## src/vocr_pkg.sv

```systemverilog
package vocr_pkg;
  localparam int unsigned REG_W = 16;
  localparam int unsigned IDX_W = 5;
  // register indices, byte address is four times the index
  localparam logic [IDX_W-1:0] IDX_CTRL   = 5'h00;
  localparam logic [IDX_W-1:0] IDX_STAT   = 5'h01;
  localparam logic [IDX_W-1:0] IDX_IRQ    = 5'h02;
  localparam logic [IDX_W-1:0] IDX_FILL   = 5'h03;
  localparam logic [IDX_W-1:0] IDX_MODE   = 5'h04;
  localparam logic [IDX_W-1:0] IDX_M1CTL  = 5'h05;
  localparam logic [IDX_W-1:0] IDX_M1WID  = 5'h06;
  localparam logic [IDX_W-1:0] IDX_M1F0H  = 5'h07;
  localparam logic [IDX_W-1:0] IDX_M1F1H  = 5'h08;
  localparam logic [IDX_W-1:0] IDX_M1VAL  = 5'h1C;
  // control bits
  localparam int unsigned CTL_GO      = 0;
  localparam int unsigned CTL_UPD_EN  = 1;
  localparam int unsigned CTL_LCK_EN  = 2;
  localparam int unsigned CTL_SYNC_EN = 3;
  localparam int unsigned CTL_FLOCK   = 4;
  // status bits
  localparam int unsigned ST_ACTIVE = 0;
  localparam int unsigned ST_UNDER  = 2;
  localparam int unsigned ST_LOCKED = 3;
  // interrupt bits
  localparam int unsigned IRQ_UPD = 1;
  localparam int unsigned IRQ_LCK = 2;
  // mode control bits
  localparam int unsigned MC_INTERLACE = 0;
  localparam int unsigned MC_SEQ       = 1;
  localparam logic [REG_W-1:0] RST_VAL = 16'h0000;
  localparam logic [1:0] RESP_OKAY   = 2'h0;
  localparam logic [1:0] RESP_SLVERR = 2'h2;
endpackage

```

## src/vocr_w1c.sv

```systemverilog
`timescale 1ns/1ps
// sticky flag: set wins over write-one clear
module vocr_w1c (
  input  wire logic aclk,
  input  wire logic aresetn,
  input  wire logic set_i,
  input  wire logic clr_i,
  output logic      flag_q
);
  always_ff @(posedge aclk)
  begin
    if (!aresetn)
      flag_q <= 1'b0;
    else if (set_i)
      flag_q <= 1'b1;
    else if (clr_i)
      flag_q <= 1'b0;
  end
endmodule

```

## src/vocr_regs.sv

```systemverilog
// The implementer's own choice: the AXI4-Lite slave port.
`timescale 1ns/1ps
// Behaviour
// - all registers sixteen bits wide
// - control bit 0 starts video output
// - control bit 1 enables update interrupt
// - control bit 2 enables locked interrupt
// - control bit 3 enables sync outputs
// - bit 4 with bit 3 enables frame locking
// - status bit 0 shows output active
// - status bit 1 unused
// - underflow sticky until written one
// - status bit 3 shows frame locked
// - interrupt bit 1 flags status update
// - interrupt bit 2 flags lock event
// - interrupt bits cleared by writing one
// - address 3 reads FIFO fill level
// - address 4 reads one-hot selected mode
// - mode bit 0 selects interlaced timing
// - mode bit 1 selects sequential planes
// - address 6 holds active width
// - address 7 holds field 0 height
// - address 8 holds field 1 height
// - mode registers are write-only
module vocr_regs #(
  parameter int unsigned FILL_W  = 16,
  parameter int unsigned MODES   = 1,
  parameter bit          SEQ_OK  = 1'b1
) (
  input  wire logic                      aclk,
  input  wire logic                      aresetn,
  input  wire logic [7:0]                s_axi_awaddr,
  input  wire logic                      s_axi_awvalid,
  output logic                           s_axi_awready,
  input  wire logic [31:0]               s_axi_wdata,
  input  wire logic [3:0]                s_axi_wstrb,
  input  wire logic                      s_axi_wvalid,
  output logic                           s_axi_wready,
  output logic [1:0]                     s_axi_bresp,
  output logic                           s_axi_bvalid,
  input  wire logic                      s_axi_bready,
  input  wire logic [7:0]                s_axi_araddr,
  input  wire logic                      s_axi_arvalid,
  output logic                           s_axi_arready,
  output logic [31:0]                    s_axi_rdata,
  output logic [1:0]                     s_axi_rresp,
  output logic                           s_axi_rvalid,
  input  wire logic                      s_axi_rready,
  input  wire logic                      output_active,
  input  wire logic                      fifo_underflow,
  input  wire logic                      frame_locked,
  input  wire logic                      status_update,
  input  wire logic [FILL_W-1:0]         fifo_fill,
  input  wire logic [MODES-1:0]          mode_onehot,
  output logic                           go_q,
  output logic                           sync_out_en,
  output logic                           frame_lock_en,
  output logic                           mode1_interlaced_q,
  output logic                           mode1_sequential_q,
  output logic [vocr_pkg::REG_W-1:0]     mode1_width_q,
  output logic [vocr_pkg::REG_W-1:0]     mode1_f0_height_q,
  output logic [vocr_pkg::REG_W-1:0]     mode1_f1_height_q,
  output logic                           mode1_valid_q,
  output logic                           irq
);
  logic [vocr_pkg::REG_W-1:0]  ctrl_q;
  logic [vocr_pkg::IDX_W-1:0]  aw_idx_q;
  logic                        aw_have_q;
  logic [31:0]                 w_data_q;
  logic [3:0]                  w_strb_q;
  logic                        w_have_q;
  logic                        wr_fire;
  logic [vocr_pkg::IDX_W-1:0]  wr_idx;
  logic [vocr_pkg::REG_W-1:0]  wr_val;
  logic                        wr_lo;
  logic                        wr_hi;
  logic                        wr_ok;
  logic                        lock_q;
  logic                        lock_rise;
  logic                        under_q;
  logic                        upd_q;
  logic                        lck_q;
  logic                        clr_under;
  logic                        clr_upd;
  logic                        clr_lck;
  logic [vocr_pkg::REG_W-1:0]  rd_val;
  logic                        rd_ok;
  logic [vocr_pkg::REG_W-1:0]  fill_ext;
  logic [vocr_pkg::REG_W-1:0]  mode_ext;

  // write address and data taken independently
  assign s_axi_awready = !aw_have_q && !s_axi_bvalid;
  assign s_axi_wready  = !w_have_q && !s_axi_bvalid;

  always_ff @(posedge aclk)
  begin
    if (!aresetn)
    begin
      aw_have_q <= 1'b0;
      aw_idx_q  <= '0;
    end
    else if (s_axi_awvalid && s_axi_awready)
    begin
      aw_have_q <= 1'b1;
      aw_idx_q  <= s_axi_awaddr[6:2];
    end
    else if (wr_fire)
      aw_have_q <= 1'b0;
  end

  always_ff @(posedge aclk)
  begin
    if (!aresetn)
    begin
      w_have_q <= 1'b0;
      w_data_q <= 32'h00000000;
      w_strb_q <= 4'h0;
    end
    else if (s_axi_wvalid && s_axi_wready)
    begin
      w_have_q <= 1'b1;
      w_data_q <= s_axi_wdata;
      w_strb_q <= s_axi_wstrb;
    end
    else if (wr_fire)
      w_have_q <= 1'b0;
  end

  assign wr_fire = aw_have_q && w_have_q;
  assign wr_idx  = aw_idx_q;
  assign wr_lo   = w_strb_q[0];
  assign wr_hi   = w_strb_q[1];

  // byte-lane merge onto a sixteen bit register
  function automatic logic [15:0] merge(input logic [15:0] old,
                                        input logic [15:0] nw,
                                        input logic lo,
                                        input logic hi);
    merge = {hi ? nw[15:8] : old[15:8], lo ? nw[7:0] : old[7:0]};
  endfunction

  assign wr_val = w_data_q[vocr_pkg::REG_W-1:0];

  always_comb
  begin
    case (wr_idx)
      vocr_pkg::IDX_CTRL,
      vocr_pkg::IDX_STAT,
      vocr_pkg::IDX_IRQ,
      vocr_pkg::IDX_FILL,
      vocr_pkg::IDX_MODE,
      vocr_pkg::IDX_M1CTL,
      vocr_pkg::IDX_M1WID,
      vocr_pkg::IDX_M1F0H,
      vocr_pkg::IDX_M1F1H,
      vocr_pkg::IDX_M1VAL: wr_ok = 1'b1;
      default:             wr_ok = 1'b0;
    endcase
  end

  always_ff @(posedge aclk)
  begin
    if (!aresetn)
    begin
      s_axi_bvalid <= 1'b0;
      s_axi_bresp  <= vocr_pkg::RESP_OKAY;
    end
    else if (wr_fire)
    begin
      s_axi_bvalid <= 1'b1;
      s_axi_bresp  <= wr_ok ? vocr_pkg::RESP_OKAY : vocr_pkg::RESP_SLVERR;
    end
    else if (s_axi_bready)
      s_axi_bvalid <= 1'b0;
  end

  always_ff @(posedge aclk)
  begin
    if (!aresetn)
      ctrl_q <= vocr_pkg::RST_VAL;
    else if (wr_fire && wr_idx == vocr_pkg::IDX_CTRL)
      ctrl_q <= merge(ctrl_q, wr_val, wr_lo, wr_hi) & 16'h001F;
  end

  assign go_q = ctrl_q[vocr_pkg::CTL_GO];
  assign sync_out_en = ctrl_q[vocr_pkg::CTL_SYNC_EN];
  assign frame_lock_en = ctrl_q[vocr_pkg::CTL_SYNC_EN]
                       & ctrl_q[vocr_pkg::CTL_FLOCK];

  always_ff @(posedge aclk)
  begin
    if (!aresetn)
    begin
      mode1_interlaced_q <= 1'b0;
      mode1_sequential_q <= 1'b0;
      mode1_width_q      <= vocr_pkg::RST_VAL;
      mode1_f0_height_q  <= vocr_pkg::RST_VAL;
      mode1_f1_height_q  <= vocr_pkg::RST_VAL;
      mode1_valid_q      <= 1'b0;
    end
    else if (wr_fire && wr_lo)
    begin
      case (wr_idx)
        vocr_pkg::IDX_M1CTL:
        begin
          mode1_interlaced_q <= wr_val[vocr_pkg::MC_INTERLACE];
          mode1_sequential_q <= SEQ_OK & wr_val[vocr_pkg::MC_SEQ];
        end
        vocr_pkg::IDX_M1WID: mode1_width_q <= merge(mode1_width_q,
                                               wr_val, wr_lo, wr_hi);
        vocr_pkg::IDX_M1F0H: mode1_f0_height_q <= merge(mode1_f0_height_q,
                                                   wr_val, wr_lo, wr_hi);
        vocr_pkg::IDX_M1F1H: mode1_f1_height_q <= merge(mode1_f1_height_q,
                                                   wr_val, wr_lo, wr_hi);
        vocr_pkg::IDX_M1VAL: mode1_valid_q <= wr_val[0];
        default: ;
      endcase
    end
    else if (wr_fire && wr_hi)
    begin
      case (wr_idx)
        vocr_pkg::IDX_M1WID: mode1_width_q <= merge(mode1_width_q,
                                               wr_val, 1'b0, 1'b1);
        vocr_pkg::IDX_M1F0H: mode1_f0_height_q <= merge(mode1_f0_height_q,
                                                   wr_val, 1'b0, 1'b1);
        vocr_pkg::IDX_M1F1H: mode1_f1_height_q <= merge(mode1_f1_height_q,
                                                   wr_val, 1'b0, 1'b1);
        default: ;
      endcase
    end
  end

  // lock edge detect
  always_ff @(posedge aclk)
  begin
    if (!aresetn)
      lock_q <= 1'b0;
    else
      lock_q <= frame_locked;
  end
  assign lock_rise = frame_locked & !lock_q;

  assign clr_under = wr_fire && wr_lo && wr_idx == vocr_pkg::IDX_STAT
                   && wr_val[vocr_pkg::ST_UNDER];
  assign clr_upd   = wr_fire && wr_lo && wr_idx == vocr_pkg::IDX_IRQ
                   && wr_val[vocr_pkg::IRQ_UPD];
  assign clr_lck   = wr_fire && wr_lo && wr_idx == vocr_pkg::IDX_IRQ
                   && wr_val[vocr_pkg::IRQ_LCK];

  vocr_w1c u_under (
    .aclk    (aclk),
    .aresetn (aresetn),
    .set_i   (fifo_underflow),
    .clr_i   (clr_under),
    .flag_q  (under_q)
  );

  vocr_w1c u_upd (
    .aclk    (aclk),
    .aresetn (aresetn),
    .set_i   (status_update & ctrl_q[vocr_pkg::CTL_UPD_EN]),
    .clr_i   (clr_upd),
    .flag_q  (upd_q)
  );

  vocr_w1c u_lck (
    .aclk    (aclk),
    .aresetn (aresetn),
    .set_i   (lock_rise & ctrl_q[vocr_pkg::CTL_LCK_EN]),
    .clr_i   (clr_lck),
    .flag_q  (lck_q)
  );

  assign irq = (upd_q & ctrl_q[vocr_pkg::CTL_UPD_EN])
             | (lck_q & ctrl_q[vocr_pkg::CTL_LCK_EN]);

  assign fill_ext = vocr_pkg::REG_W'(fifo_fill);
  assign mode_ext = vocr_pkg::REG_W'(mode_onehot);

  // read mux, write-only registers read zero
  always_comb
  begin
    rd_val = 16'h0000;
    rd_ok  = 1'b1;
    case (s_axi_araddr[6:2])
      vocr_pkg::IDX_CTRL: rd_val = ctrl_q;
      vocr_pkg::IDX_STAT:
      begin
        rd_val[vocr_pkg::ST_ACTIVE] = output_active;
        rd_val[vocr_pkg::ST_UNDER]  = under_q;
        rd_val[vocr_pkg::ST_LOCKED] = frame_locked;
      end
      vocr_pkg::IDX_IRQ:
      begin
        rd_val[vocr_pkg::IRQ_UPD] = upd_q;
        rd_val[vocr_pkg::IRQ_LCK] = lck_q;
      end
      vocr_pkg::IDX_FILL: rd_val = fill_ext;
      vocr_pkg::IDX_MODE: rd_val = mode_ext;
      vocr_pkg::IDX_M1CTL,
      vocr_pkg::IDX_M1WID,
      vocr_pkg::IDX_M1F0H,
      vocr_pkg::IDX_M1F1H,
      vocr_pkg::IDX_M1VAL: rd_val = 16'h0000;
      default: rd_ok = 1'b0;
    endcase
    if (s_axi_araddr[7])
      rd_ok = 1'b0;
  end

  assign s_axi_arready = !s_axi_rvalid;

  always_ff @(posedge aclk)
  begin
    if (!aresetn)
    begin
      s_axi_rvalid <= 1'b0;
      s_axi_rdata  <= 32'h00000000;
      s_axi_rresp  <= vocr_pkg::RESP_OKAY;
    end
    else if (s_axi_arvalid && s_axi_arready)
    begin
      s_axi_rvalid <= 1'b1;
      s_axi_rdata  <= {16'h0000, rd_val};
      s_axi_rresp  <= rd_ok ? vocr_pkg::RESP_OKAY : vocr_pkg::RESP_SLVERR;
    end
    else if (s_axi_rready)
      s_axi_rvalid <= 1'b0;
  end
endmodule

```

## config.mk

```make
export PLATFORM = sky130hd
export DESIGN_NAME = vocr_regs
export DESIGN_NICKNAME = d
export VERILOG_FILES = /design/src/vocr_pkg.sv /design/src/vocr_w1c.sv /design/src/vocr_regs.sv
export SDC_FILE = /design/constraint.sdc
export NUM_CORES = 1
export LEC_CHECK = 0
export CAP_MARGIN = 0
export CORE_MARGIN = 4
export CORE_UTILIZATION = 50
export DETAILED_ROUTE_END_ITERATION = 8
export DONT_BUFFER_PORTS = 1
export GPL_TIMING_DRIVEN = 0
export REMOVE_ABC_BUFFERS = 1
export SKIP_CTS_REPAIR_TIMING = 1
export SYNTH_ARGS = -nofsm -noshare
export SYNTH_HDL_FRONTEND = slang
export SYNTH_SLANG_ARGS = --single-unit
export TNS_END_PERCENT = 5
```

## constraint.sdc

```tcl
create_clock -name aclk -period 3.9 [get_ports aclk]
set_input_delay 0.78 -clock aclk [delete_from_list [all_inputs] [get_ports aclk]]
set_output_delay 0.78 -clock aclk [all_outputs]
set_load 0.03 [all_outputs]
```

=== Word-level counts from Yosys, hierarchy flattened ===
Memories as Yosys holds them, arrays and structs flattened. A register that Yosys moved wholly into a read port is not among the register bits.
Cells that the tools add are included.

* Flip-flop bits (word level): 107
* ROM bits: 32
* Input port bits: 80
* Output and inout bits: 96
* Word-level logic and storage cells: 126
* Memories kept: 1

{| class="wikitable"
|+ Memories
! name !! words !! width !! read ports !! clocked after Yosys merged registers in !! write ports !! line !! source
|-
| (no name shown) || 32 || 1 || 1 || 1 || 0 || vocr_regs.sv:146 || <nowiki>case (wr_idx)</nowiki>
|}

* Equal/unequal tests: 17
* Multiplexer cells: 38
* Bitwise logic cells: 7
* Reductions and logical operators: 39

{| class="wikitable"
|+ Operators by type and width
! kind !! number
|-
| 16-bit two-way mux || 12
|-
| 5-bit by 3-bit equality test with 1-bit output, second input constant || 7
|-
| 12-bit case mux with 2 select lines || 1
|-
| 3-bit AND reduction || 6
|-
| 8-bit two-way mux || 2
|-
| 2-bit nonzero test || 8
|-
| 5-bit by 2-bit equality test with 1-bit output, second input constant || 3
|-
| 1-bit two-way mux || 15
|-
| 1-bit logical AND || 14
|-
| 5-bit by 1-bit equality test with 1-bit output, second input constant || 2
|-
| 5-bit by 4-bit equality test with 1-bit output, second input constant || 2
|-
| 5-bit equality test, second input constant || 2
|-
| 5-bit logical NOT || 2
|-
| 5-bit two-way mux || 2
|-
| 10-bit OR reduction || 1
|-
| 1-bit case mux with 4 select lines || 2
|-
| 1-bit bitwise AND || 6
|-
| 1-bit case mux with 3 select lines || 2
|-
| 2-bit AND reduction || 3
|-
| 1-bit logical NOT || 5
|-
| 2-bit two-way mux || 2
|-
| 2-bit != test, second input constant || 1
|-
| 1-bit OR || 1
|}

=== Longest topological paths before layout ===
Gate-level depths: netlist (run 1).

* Depth in word-level cells: 6
* Depth in mapped cells: 7
* Depth with buffers taken out: 4

=== Cells and area by module ===
A second synthesis (run 1) with hierarchy kept.

* Cell total of the unflattened synthesis: 455
* Area total of the unflattened synthesis: 4277.9 um2

{| class="wikitable"
|+ Modules (own cells, without submodules)
! module !! instances !! cells an instance !! area an instance (um2) !! seq. area each (um2)
|-
| vocr_regs || 1 || 446 || 4154.0 || 2062.0
|-
| vocr_w1c || 3 || 3 || 41.3 || 20.0
|}

=== Worst setup path after synthesis (run 1) ===
Ideal clock, no wire load.

* Path kind: reg2reg
* Start point: reg s_axi_bvalid
* End point: reg w_data_q[15]
* Library setup time: 0.071 ns
* Arrival time: 1.849 ns
* Required time: 3.829 ns
* Setup slack: 1.981 ns
* Cell stages (with the launch flop): 7
* Path buffers: 2
* Clock period less this slack: 1.919 ns
* Cells stage by stage: dfxtp_1 -> nor2_1 -> and2_1 -> clkbuf_1 -> clkbuf_1 -> nand2_1 -> a21oi_1

* Word-level cells in the longest chain between the ends: 3

{| class="wikitable"
|+ Ends and longest elaborated chain
! what !! line !! source
|-
| start, declared || vocr_regs.sv:40 || <nowiki>output logic s_axi_bvalid,</nowiki>
|-
| start signal, assigned || vocr_regs.sv:165 || <nowiki>s_axi_bvalid <= 1'b0;</nowiki>
|-
| start signal, assigned || vocr_regs.sv:170 || <nowiki>s_axi_bvalid <= 1'b1;</nowiki>
|-
| start signal, assigned || vocr_regs.sv:174 || <nowiki>s_axi_bvalid <= 1'b0;</nowiki>
|-
| 1-bit logical NOT || vocr_regs.sv:93 || <nowiki>assign s_axi_wready = !w_have_q && !s_axi_bvalid;</nowiki>
|-
| 1-bit logical AND || vocr_regs.sv:93 ||
|-
| net s_axi_wready || vocr_regs.sv:38 || <nowiki>output logic s_axi_wready,</nowiki>
|-
| 1-bit logical AND || vocr_regs.sv:119 || <nowiki>else if (s_axi_wvalid && s_axi_wready)</nowiki>
|-
| end signal, assigned || vocr_regs.sv:122 || <nowiki>w_data_q <= s_axi_wdata;</nowiki>
|-
| end, declared || vocr_regs.sv:69 || <nowiki>logic [31:0] w_data_q;</nowiki>
|}

The timed path passes the listed nets, and every way through them passes these cells.
A chain may end at the register's enable or synchronous reset.

=== Final worst setup path (run 1) ===
* Start point: reg s_axi_rvalid
* End point: reg s_axi_rdata[9]

* Word-level cells in the longest chain between the ends: 2

{| class="wikitable"
|+ Ends and longest elaborated chain
! what !! line !! source
|-
| start, declared || vocr_regs.sv:47 || <nowiki>output logic s_axi_rvalid,</nowiki>
|-
| start signal, assigned || vocr_regs.sv:317 || <nowiki>s_axi_rvalid <= 1'b0;</nowiki>
|-
| start signal, assigned || vocr_regs.sv:323 || <nowiki>s_axi_rvalid <= 1'b1;</nowiki>
|-
| start signal, assigned || vocr_regs.sv:328 || <nowiki>s_axi_rvalid <= 1'b0;</nowiki>
|-
| 1-bit logical NOT || vocr_regs.sv:311 || <nowiki>assign s_axi_arready = !s_axi_rvalid;</nowiki>
|-
| 1-bit logical AND || vocr_regs.sv:321 || <nowiki>else if (s_axi_arvalid && s_axi_arready)</nowiki>
|-
| end signal, assigned || vocr_regs.sv:324 || <nowiki>s_axi_rdata <= {16'h0000, rd_val};</nowiki>
|-
| end, declared || vocr_regs.sv:45 || <nowiki>output logic [31:0] s_axi_rdata,</nowiki>
|}

No other way between the ends.

==> results.sh, run 1 <==
export IMPL_outcome="finished, final reports clean"
export IMPL_cp_buffers_inverters=0
export IMPL_power_leakage_uw=0.00170
export IMPL_clock_path_buffers=2
export IMPL_cts_buffers=9
export IMPL_antenna_cells=0
export IMPL_numClockSinks=106
export IMPL_synth_area_per_cell_sq_um=9.40
export IMPL_cts_htree_levels=3
export IMPL_final_common_cell="dfxtp_1"
export IMPL_synthSimpleGateAreaFrac_pct=19.8
export IMPL_ant_nets=0
export IMPL_drt_drc_violations_left=0
export IMPL_row_count=33
export IMPL_slew_headroom_pct=22.0
export IMPL_path_delay_family="simple AND/OR/NAND/NOR gates"
export IMPL_clk_latency_ns=0.36
export IMPL_avgViaCountPerCell=5.48
export IMPL_synth_top_family_by_area="simple AND/OR/NAND/NOR gates"
export IMPL_worstMarginPinSlew_ns=1.16
export IMPL_drive_gt1_share_pct=6.14
export IMPL_crit_fanout=22
export IMPL_core_area_sq_um=8220
export IMPL_met1_usage_pct=24.8
export IMPL_met3_usage_pct=7.09
export IMPL_cts_tree="yes"
export IMPL_seq_area_frac_synth_pct=50.3
export IMPL_fin_tns_setup_ns=0
export IMPL_crit_type="flop to flop"
export IMPL_io_pins=176
export IMPL_num_vias=2984
export IMPL_skew_ns=0.0118
export IMPL_overflow=0
export IMPL_synth_xor_area_share_pct=0
export IMPL_slew_viol_final=0
export IMPL_ys_warn_count=0
export IMPL_drt_pass1_iterations=4
export IMPL_arrival_ns=2.75
export IMPL_max_freq_ghz=0.409
export IMPL_finalHoldViolations=0
export IMPL_power_density_nw_per_um2=437
export IMPL_grt_max_degree=61
export IMPL_dp_cells=529
export IMPL_grt_pass1_wl_microns=15100
export IMPL_min_path_type="flop to flop"
export IMPL_layout_cells_non_filler=545
export IMPL_fin_crit_ns=2.45
export IMPL_wirelength_microns=9520
export IMPL_cp_slowest_cell="nor3_1"
export IMPL_endpoint_kind="flop"
export IMPL_path_clk_slew_ns=0.11
export IMPL_gp_congestion=0.748
export IMPL_path_cells="nand2b_1 -> nor3_1 -> a22oi_1 -> nor2_1"
export IMPL_io_buffer_count=0
export IMPL_grt_busiest_layer="met2"
export IMPL_grt_use_met2_pct=29.0
export IMPL_ys_seq_elements=106
export IMPL_synth_edff_count=0
export IMPL_ir_worst_vdd_v=0.000212
export IMPL_syn_instance_count=449
export IMPL_critPathMaxStageDelay_ns=1.08
export IMPL_wl_per_cell_microns=17.5
export IMPL_grt_total_usage_pct=19.0
export IMPL_synth_area_mux_share_pct=15.3
export IMPL_period_share_pct=62.8
export IMPL_final_cell_mix="dfxtp_1 (106), nor2_1 (84), mux2i_1 (61)"
export IMPL_post_dp_cell_area_sq_um=4210
export IMPL_synthArstFlopShare_pct=0
export IMPL_drtIter0Drc=122
export IMPL_nets=515
export IMPL_rsz0062_at_grt="no"
export IMPL_critPathLaunchType="flop"
export IMPL_final_area_sq_um=4400
export IMPL_ys_dominant_reg_cell="dfxtp_1"
export IMPL_syn_area_sq_um=4220
export IMPL_synth_compound_area_share_pct=8.51
export IMPL_fillers=779
export IMPL_die_w_microns=99.9
export IMPL_root_buffer="clkbuf_8"
export IMPL_synthAdderAreaFrac_pct=0
export IMPL_die_h_microns=99.9
export IMPL_hpwl_microns=6650
export IMPL_utilization_pct=53.6
export IMPL_crit_required_ns=4.20
export IMPL_yosysUniqueCellTypes=43
export IMPL_die_area_sq_um=9980
export IMPL_initial_core_util_pct=51.4
export IMPL_grt_pass1_vias=2855
export IMPL_antenna_found_initial=0
export IMPL_maxCapViolations=0
export IMPL_setup_viol=0
export IMPL_syn_to_final_growth_pct=4.27
layer usage:
layer | vias up | part of all wire, %
met5 | - | 0
met4 | 0 | 1.2
met3 | 11 | 10
met2 | 107 | 46
met1 | 1395 | 42
li1 | 1471 | -
worst paths after layout:
| check | startpoint | endpoint | slack [ns] | cells after the start |
|---|---|---|---|---|
| max | s_axi_rvalid | s_axi_rdata[9] | 1.45 | 4 |
| max reg2reg | s_axi_rvalid | s_axi_rdata[9] | 1.45 | 4 |
| min reg2reg | wr_ok | s_axi_bresp[1] | 0.44 | 1 |
| min | wr_ok | s_axi_bresp[1] | 0.44 | 1 |
flip-flops by register name (all words and copies together), names as in the netlist, 2 cells and up:
register,flops
mode1_f0_height_q,16
mode1_f1_height_q,16
mode1_width_q,16
s_axi_rdata,16
w_data_q,16
aw_idx_q,5
ctrl_q,5
w_strb_q,2
report_power, final:
part	internal (uW)	total [uW]	switching, uW
clock	262	643	381
sequential	1110	1140	38.5
combinational	38.2	134	95.7
total	1410	1920	516
logic make-up (layout without fill, tap and decap cells):
family | Yosys count | after routing
other | 1 | 18
DFF | 106 | 106
buffers and inverters | 48 | 22
muxes | 63 | 63
and+or+nand+nor | 174 | 174
AOI/OAI and AO/OA | 57 | 57
per-stage QoR:
step | hold slack (ns) | total power, uW | worst slack, ns
floorplan | 0.412 | 1270 | 1.67
global placement | 0.420 | 1300 | 1.34
detailed placement | 0.428 | 1300 | 1.30
CTS | 0.443 | 1950 | 1.48
global route | 0.485 | 2010 | 1.20
finish | 0.440 | 1920 | 1.45
final cells by class:
class	instances	area, sq um	share of cell area, %
Clock buffer	11	141	3.21
Clock inverter	5	46.3	1.05
Inverter	5	21.3	0.483
Multi-Input combinational cell	312	1910	43.4
Sequential cell	106	2120	48.2
Tap cell	105	131	2.98
Timing Repair Buffer	1	27.5	0.625
cells in the mapped netlist, types with 2 or more instances:
cell / number / area, sq um
or4_1: 2 / 15.0
dfxtp_1: 106 / 2120
or3_1: 2 / 12.5
nand4_1: 3 / 18.8
a22oi_1: 16 / 120
o21ai_1: 3 / 15.0
nand2_1: 45 / 169
nor3_1: 3 / 15.0
a22o_1: 2 / 17.5
nor3b_1: 2 / 15.0
a21oi_1: 28 / 140
nand2b_1: 5 / 31.3
nand3_1: 7 / 35.0
mux2i_1: 61 / 611
inv_1: 3 / 11.3
buf_4: 18 / 135
and2_1: 4 / 25.0
nor2b_1: 2 / 12.5
clkbuf_1: 23 / 86.3
and3_1: 5 / 31.3
nor3_4: 4 / 65.1
nor2_1: 84 / 315
worst reg2reg max path: stages, from the launching register on:
cell and delay (ns):
dfxtp_1 0.44, nand2b_1 0.56, nor3_1 1.08, a22oi_1 0.15, nor2_1 0.15
Note: power is estimated with default switching activity, not from simulation.
==> run 2, diff against run 1 <==
==> constraint.sdc (replaced) <==
create_clock -name aclk -period 2.5 [get_ports aclk]
set_input_delay 0.5 -clock aclk [delete_from_list [all_inputs] [get_ports aclk]]
set_output_delay 0.5 -clock aclk [all_outputs]
set_load 0.03 [all_outputs]
==> run 2 against run 1 <==
Non-clock buffer count is the same; cell count stayed put; die area unchanged; core utilization up 0.061 points; clock-buffer cell count unchanged; sequential power up 57%; setup slack got worse by 1.2 ns; critical endpoint is now mode1_width_q[13]; fmax grew 11%.
==> results.sh, run 2 (same netlist as run 1, synthesis figures left out) <==
export IMPL_outcome="finished, final reports clean"
export IMPL_cts_htree_levels=3
export IMPL_fillers=778
export IMPL_cts_buffers=9
export IMPL_clock_path_buffers=2
export IMPL_power_uw=3000
export IMPL_reg2regPathDepth=4
export IMPL_nets=515
export IMPL_whs_endpoint="u_lck.flag_q"
export IMPL_r2r_end="mode1_width_q[13]"
export IMPL_drt_pass1_iterations=4
export IMPL_grt_pass1_wl_microns=15100
export IMPL_fin_tns_setup_ns=0
export IMPL_worstMarginPinSlew_ns=0.856
export IMPL_drive_gt1_share_pct=6.36
export IMPL_initial_core_util_pct=51.4
export IMPL_num_vias=2999
export IMPL_avgViaCountPerCell=5.50
export IMPL_period_share_pct=88.0
export IMPL_drt_drc_violations_left=0
export IMPL_grt_max_degree=61
export IMPL_skew_ns=0.0118
export IMPL_maxCapViolations=0
export IMPL_max_freq_ghz=0.455
export IMPL_drtIter0Drc=126
export IMPL_slew_headroom_pct=42.8
export IMPL_row_count=33
export IMPL_power_density_nw_per_um2=680
export IMPL_grt_total_usage_pct=19.0
export IMPL_endpoint_kind="flop"
export IMPL_ant_nets=0
export IMPL_crit_required_ns=2.74
export IMPL_r2r_slack_ns=0.30
export IMPL_wirelength_microns=9580
export IMPL_wl_per_cell_microns=17.6
export IMPL_die_w_microns=99.9
export IMPL_final_common_cell="dfxtp_1"
export IMPL_overflow=0
export IMPL_cts_tree="yes"
export IMPL_ir_worst_vdd_v=0.000330
export IMPL_die_area_sq_um=9980
export IMPL_rsz0062_at_grt="no"
export IMPL_path_clk_slew_ns=0.10
export IMPL_slew_viol_final=0
export IMPL_worstHoldStart="aresetn"
export IMPL_finalHoldViolations=0
export IMPL_utilization_pct=53.6
export IMPL_fin_crit_ns=2.20
export IMPL_min_path_type="input port to flop"
export IMPL_power_leakage_uw=0.00170
export IMPL_syn_to_final_growth_pct=4.39
export IMPL_layout_cells_non_filler=545
export IMPL_setup_viol=0
export IMPL_crit_fanout=9
export IMPL_r2r_start="aw_idx_q[2]"
export IMPL_final_cell_mix="dfxtp_1 (106), nor2_1 (84), mux2i_1 (61)"
export IMPL_antenna_cells=0
export IMPL_whs_path_depth=1
export IMPL_critPathLaunchType="flop"
export IMPL_root_buffer="clkbuf_8"
export IMPL_crit_type="flop to flop"
export IMPL_core_area_sq_um=8220
export IMPL_dp_cells=529
export IMPL_gp_congestion=0.748
export IMPL_io_pins=176
export IMPL_antenna_found_initial=0
export IMPL_die_h_microns=99.9
export IMPL_hpwl_microns=6650
export IMPL_grt_pass1_vias=2855
export IMPL_clk_latency_ns=0.36
export IMPL_io_buffer_count=0
export IMPL_numClockSinks=106
export IMPL_arrival_ns=2.44
## run 2: cell count changes in the layout (fill, tap and decap cells not counted)
cell    delta
nor3_2     +1
nor3_1     -1
## run 2: area by class of cell
cell class,instances,area [sq um],share of cell area (%)
multi-input cells,312,1920,43.5
well taps,105,131,2.98
repair buffers,1,27.5,0.625
flip-flops and latches,106,2120,48.2
clock inverters,5,46.3,1.05
inverters,5,21.3,0.483
clock buffers,11,141,3.21
## run 2: power breakdown
group | switching (uW) | internal (uW) | leakage [uW]
registers | 60.3 | 1730 | 0.000859
clock network | 594 | 409 | 0.0000964
logic | 150 | 59.6 | 0.000747
## run 2: how the worst max path moves through the flow
stage | slack (ns) | depth (start not counted) | from | end
finish | 0.30 | 4 | aw_idx_q[2] | mode1_width_q[13]
global route | 0.14 | 4 | s_axi_bvalid | w_data_q[15]
CTS | 0.08 | 4 | s_axi_rvalid | s_axi_rdata[6]
global placement | 0.15 | 4 | s_axi_rvalid | s_axi_rdata[11]
floorplan | 0.55 | 4 | s_axi_awvalid | wr_ok
detailed placement | 0.11 | 4 | s_axi_rvalid | s_axi_rdata[6]
## run 2: routing by layer
layer	track usage [%]	wire [microns]	vias to the layer above
li1	-	-	1469
met1	24.8	4070	1410
met2	29.0	4430	109
met3	7.09	961	11
met4	6.30	114	0
met5	0	0	-
## run 2: stage by stage
step	cell area [sq um]	hold slack, ns	setup slack (ns)
after floorplan	4050	0.412	0.550
after global placement	4180	0.420	0.152
after detailed placement	4210	0.428	0.112
after CTS	4400	0.230	0.0795
after global routing	4410	0.236	0.136
final	4410	0.252	0.301
## run 2: critical path, stage by stage (launching register included)
cell,delay [ns]
dfxtp_1,0.58
or3b_4,0.48
nor4_4,0.70
mux2i_1,0.26
nor2_1,0.05
==> run 3, diff against run 2 <==
--- a/config.mk
+++ b/config.mk
@@ -11,6 +11,7 @@
 export DETAILED_ROUTE_END_ITERATION = 8
 export DONT_BUFFER_PORTS = 1
 export GPL_TIMING_DRIVEN = 0
+export PLACE_DENSITY = 0.68
 export REMOVE_ABC_BUFFERS = 1
 export SKIP_CTS_REPAIR_TIMING = 1
 export SYNTH_ARGS = -nofsm -noshare
==> constraint.sdc (replaced) <==
create_clock -name aclk -period 1.8 [get_ports aclk]
set_input_delay 0.36 -clock aclk [delete_from_list [all_inputs] [get_ports aclk]]
set_output_delay 0.36 -clock aclk [all_outputs]
set_load 0.03 [all_outputs]
==> run 3 against run 2 <==
Flip-flop and latch count did not move; clock power up 63%; cell count up 1.1%; die area did not move; via count is 0.17% higher; combinational power increased by 41%; power increased by 47%; fmax rose by 25%; first-iteration DRC count fell by 29%; register-to-register slack lost 0.27 ns; sequential share of layout area decreased by 1.5 points; final area grew 3.9%; critical endpoint is now mode1_width_q[14]; largest power group unchanged.
==> results.sh, run 3 (same netlist as run 1, synthesis figures left out) <==
export IMPL_outcome="finished, final reports clean"
export IMPL_rsz0062_at_grt="yes"
export IMPL_reg2regPathDepth=5
export IMPL_power_leakage_uw=0.00178
export IMPL_arrival_ns=1.98
export IMPL_met1_usage_pct=23.5
export IMPL_row_count=33
export IMPL_gp_congestion=0.767
export IMPL_r2r_end="mode1_width_q[14]"
export IMPL_crit_type="flop to flop"
export IMPL_maxCapViolations=0
export IMPL_final_area_sq_um=4580
export IMPL_avgViaCountPerCell=5.45
export IMPL_path_cells="or3b_4 -> nor4_4 -> buf_12 -> mux2i_1 -> nor2_1"
export IMPL_final_common_cell="dfxtp_1"
export IMPL_io_buffer_count=0
export IMPL_crit_cells=5
export IMPL_clk_latency_ns=0.36
export IMPL_numClockSinks=106
export IMPL_place_worst_setup_slack_ns=-0.613
export IMPL_skew_ns=0.0107
export IMPL_die_h_microns=99.9
export IMPL_drtIter0Drc=90
export IMPL_cp_buffers_inverters=1
export IMPL_wl_per_cell_microns=17.2
export IMPL_root_buffer="clkbuf_8"
export IMPL_crit_required_ns=2.02
export IMPL_critPathMaxStageDelay_ns=0.45
export IMPL_power_uw=4410
export IMPL_grt_use_met2_pct=29.9
export IMPL_fin_tns_setup_ns=0
export IMPL_antenna_found_initial=0
export IMPL_initial_core_util_pct=51.4
export IMPL_grt_pass1_wl_microns=14700
export IMPL_worstHoldStart="aresetn"
export IMPL_min_path_type="input port to flop"
export IMPL_cts_tree="yes"
export IMPL_antenna_cells=0
export IMPL_drt_drc_violations_left=0
export IMPL_fin_crit_ns=1.76
export IMPL_grt_total_usage_pct=18.6
export IMPL_drive_gt1_share_pct=9.87
export IMPL_setup_viol=0
export IMPL_crit_fanout=9
export IMPL_syn_to_final_growth_pct=8.42
export IMPL_io_pins=176
export IMPL_final_cell_mix="dfxtp_1 (101), nor2_1 (83), mux2i_1 (61)"
export IMPL_post_dp_cell_area_sq_um=4180
export IMPL_r2r_start="aw_idx_q[2]"
export IMPL_grt_max_degree=100
export IMPL_hpwl_microns=6410
export IMPL_die_area_sq_um=9980
export IMPL_clock_path_buffers=2
export IMPL_path_clk_slew_ns=0.10
export IMPL_power_density_nw_per_um2=964
export IMPL_met3_usage_pct=7.09
export IMPL_core_area_sq_um=8220
export IMPL_worstMarginPinSlew_ns=0.953
export IMPL_overflow=0
export IMPL_ant_nets=0
export IMPL_grt_busiest_layer="met2"
export IMPL_die_w_microns=99.9
export IMPL_cts_htree_levels=3
export IMPL_slew_headroom_pct=36.5
export IMPL_finalHoldViolations=0
export IMPL_num_vias=3004
export IMPL_layout_setup_ws_ns=0.0354
export IMPL_cp_slowest_cell="or3b_4"
export IMPL_whs_endpoint="u_lck.flag_q"
export IMPL_period_share_pct=98.0
export IMPL_nets=521
export IMPL_whs_path_depth=1
export IMPL_path_delay_family="simple AND/OR/NAND/NOR gates"
export IMPL_slew_viol_final=0
export IMPL_drt_pass1_iterations=4
export IMPL_cts_buffers=9
export IMPL_max_freq_ghz=0.567
export IMPL_critPathLaunchType="flop"
export IMPL_ir_worst_vdd_v=0.000525
export IMPL_r2r_slack_ns=0.04
export IMPL_endpoint_kind="flop"
export IMPL_grt_pass1_vias=2840
export IMPL_wirelength_microns=9470
run 3: worst max path at each step:
stage,from,endpoint
after detailed placement,s_axi_rvalid,s_axi_rdata[9]
after global placement,s_axi_rvalid,s_axi_rdata[7]
after floorplan,s_axi_bvalid,wr_ok
after global routing,aw_idx_q[0],mode1_f1_height_q[5]
final,aw_idx_q[2],mode1_width_q[14]
after CTS,s_axi_rvalid,s_axi_rdata[9]
run 3: per-stage QoR:
| stage | std cells | util [%] | hold WS (ns) |
|---|---|---|---|
| final | 551 | 55.7 | 0.116 |
| after detailed placement | 528 | 50.9 | 0.426 |
| after global placement | 528 | 50.9 | 0.420 |
| after CTS | 544 | 53.6 | 0.0981 |
| after global routing | 551 | 55.7 | 0.0915 |
| after floorplan | 423 | - | 0.412 |
run 3: final cells by class:
type / count / area (sq um)
tap: 105 / 131
clock buffer: 11 / 141
inverter: 5 / 21.3
sequential: 106 / 2130
timing repair buffer: 7 / 115
clock inverter: 5 / 85.1
multi-input combinational: 312 / 1950
fill: 739 / 3640
run 3: metal layers:
layer	share of wire [%]	wire length, microns	vias up
met5	0	0	-
met1	42	3970	1432
met3	8.4	798	6
met4	0.88	83	0
met2	49	4610	91
li1	-	-	1475
run 3: power by group:
part	leakage [uW]	internal, uW	switching, uW
Clock	0.000116	835	796
Combinational	0.000800	88.3	209
Sequential	0.000862	2400	86.8
Total	0.00178	3320	1090
run 3: worst reg2reg max path, delay by kind of cell (launching register included):
| kind | cells | cell delay (ns) |
|---|---|---|
| DFF | 1 | 0.43 |
| buffers and inverters | 1 | 0.18 |
| and+or+nand+nor | 3 | 0.82 |
| muxes | 1 | 0.19 |
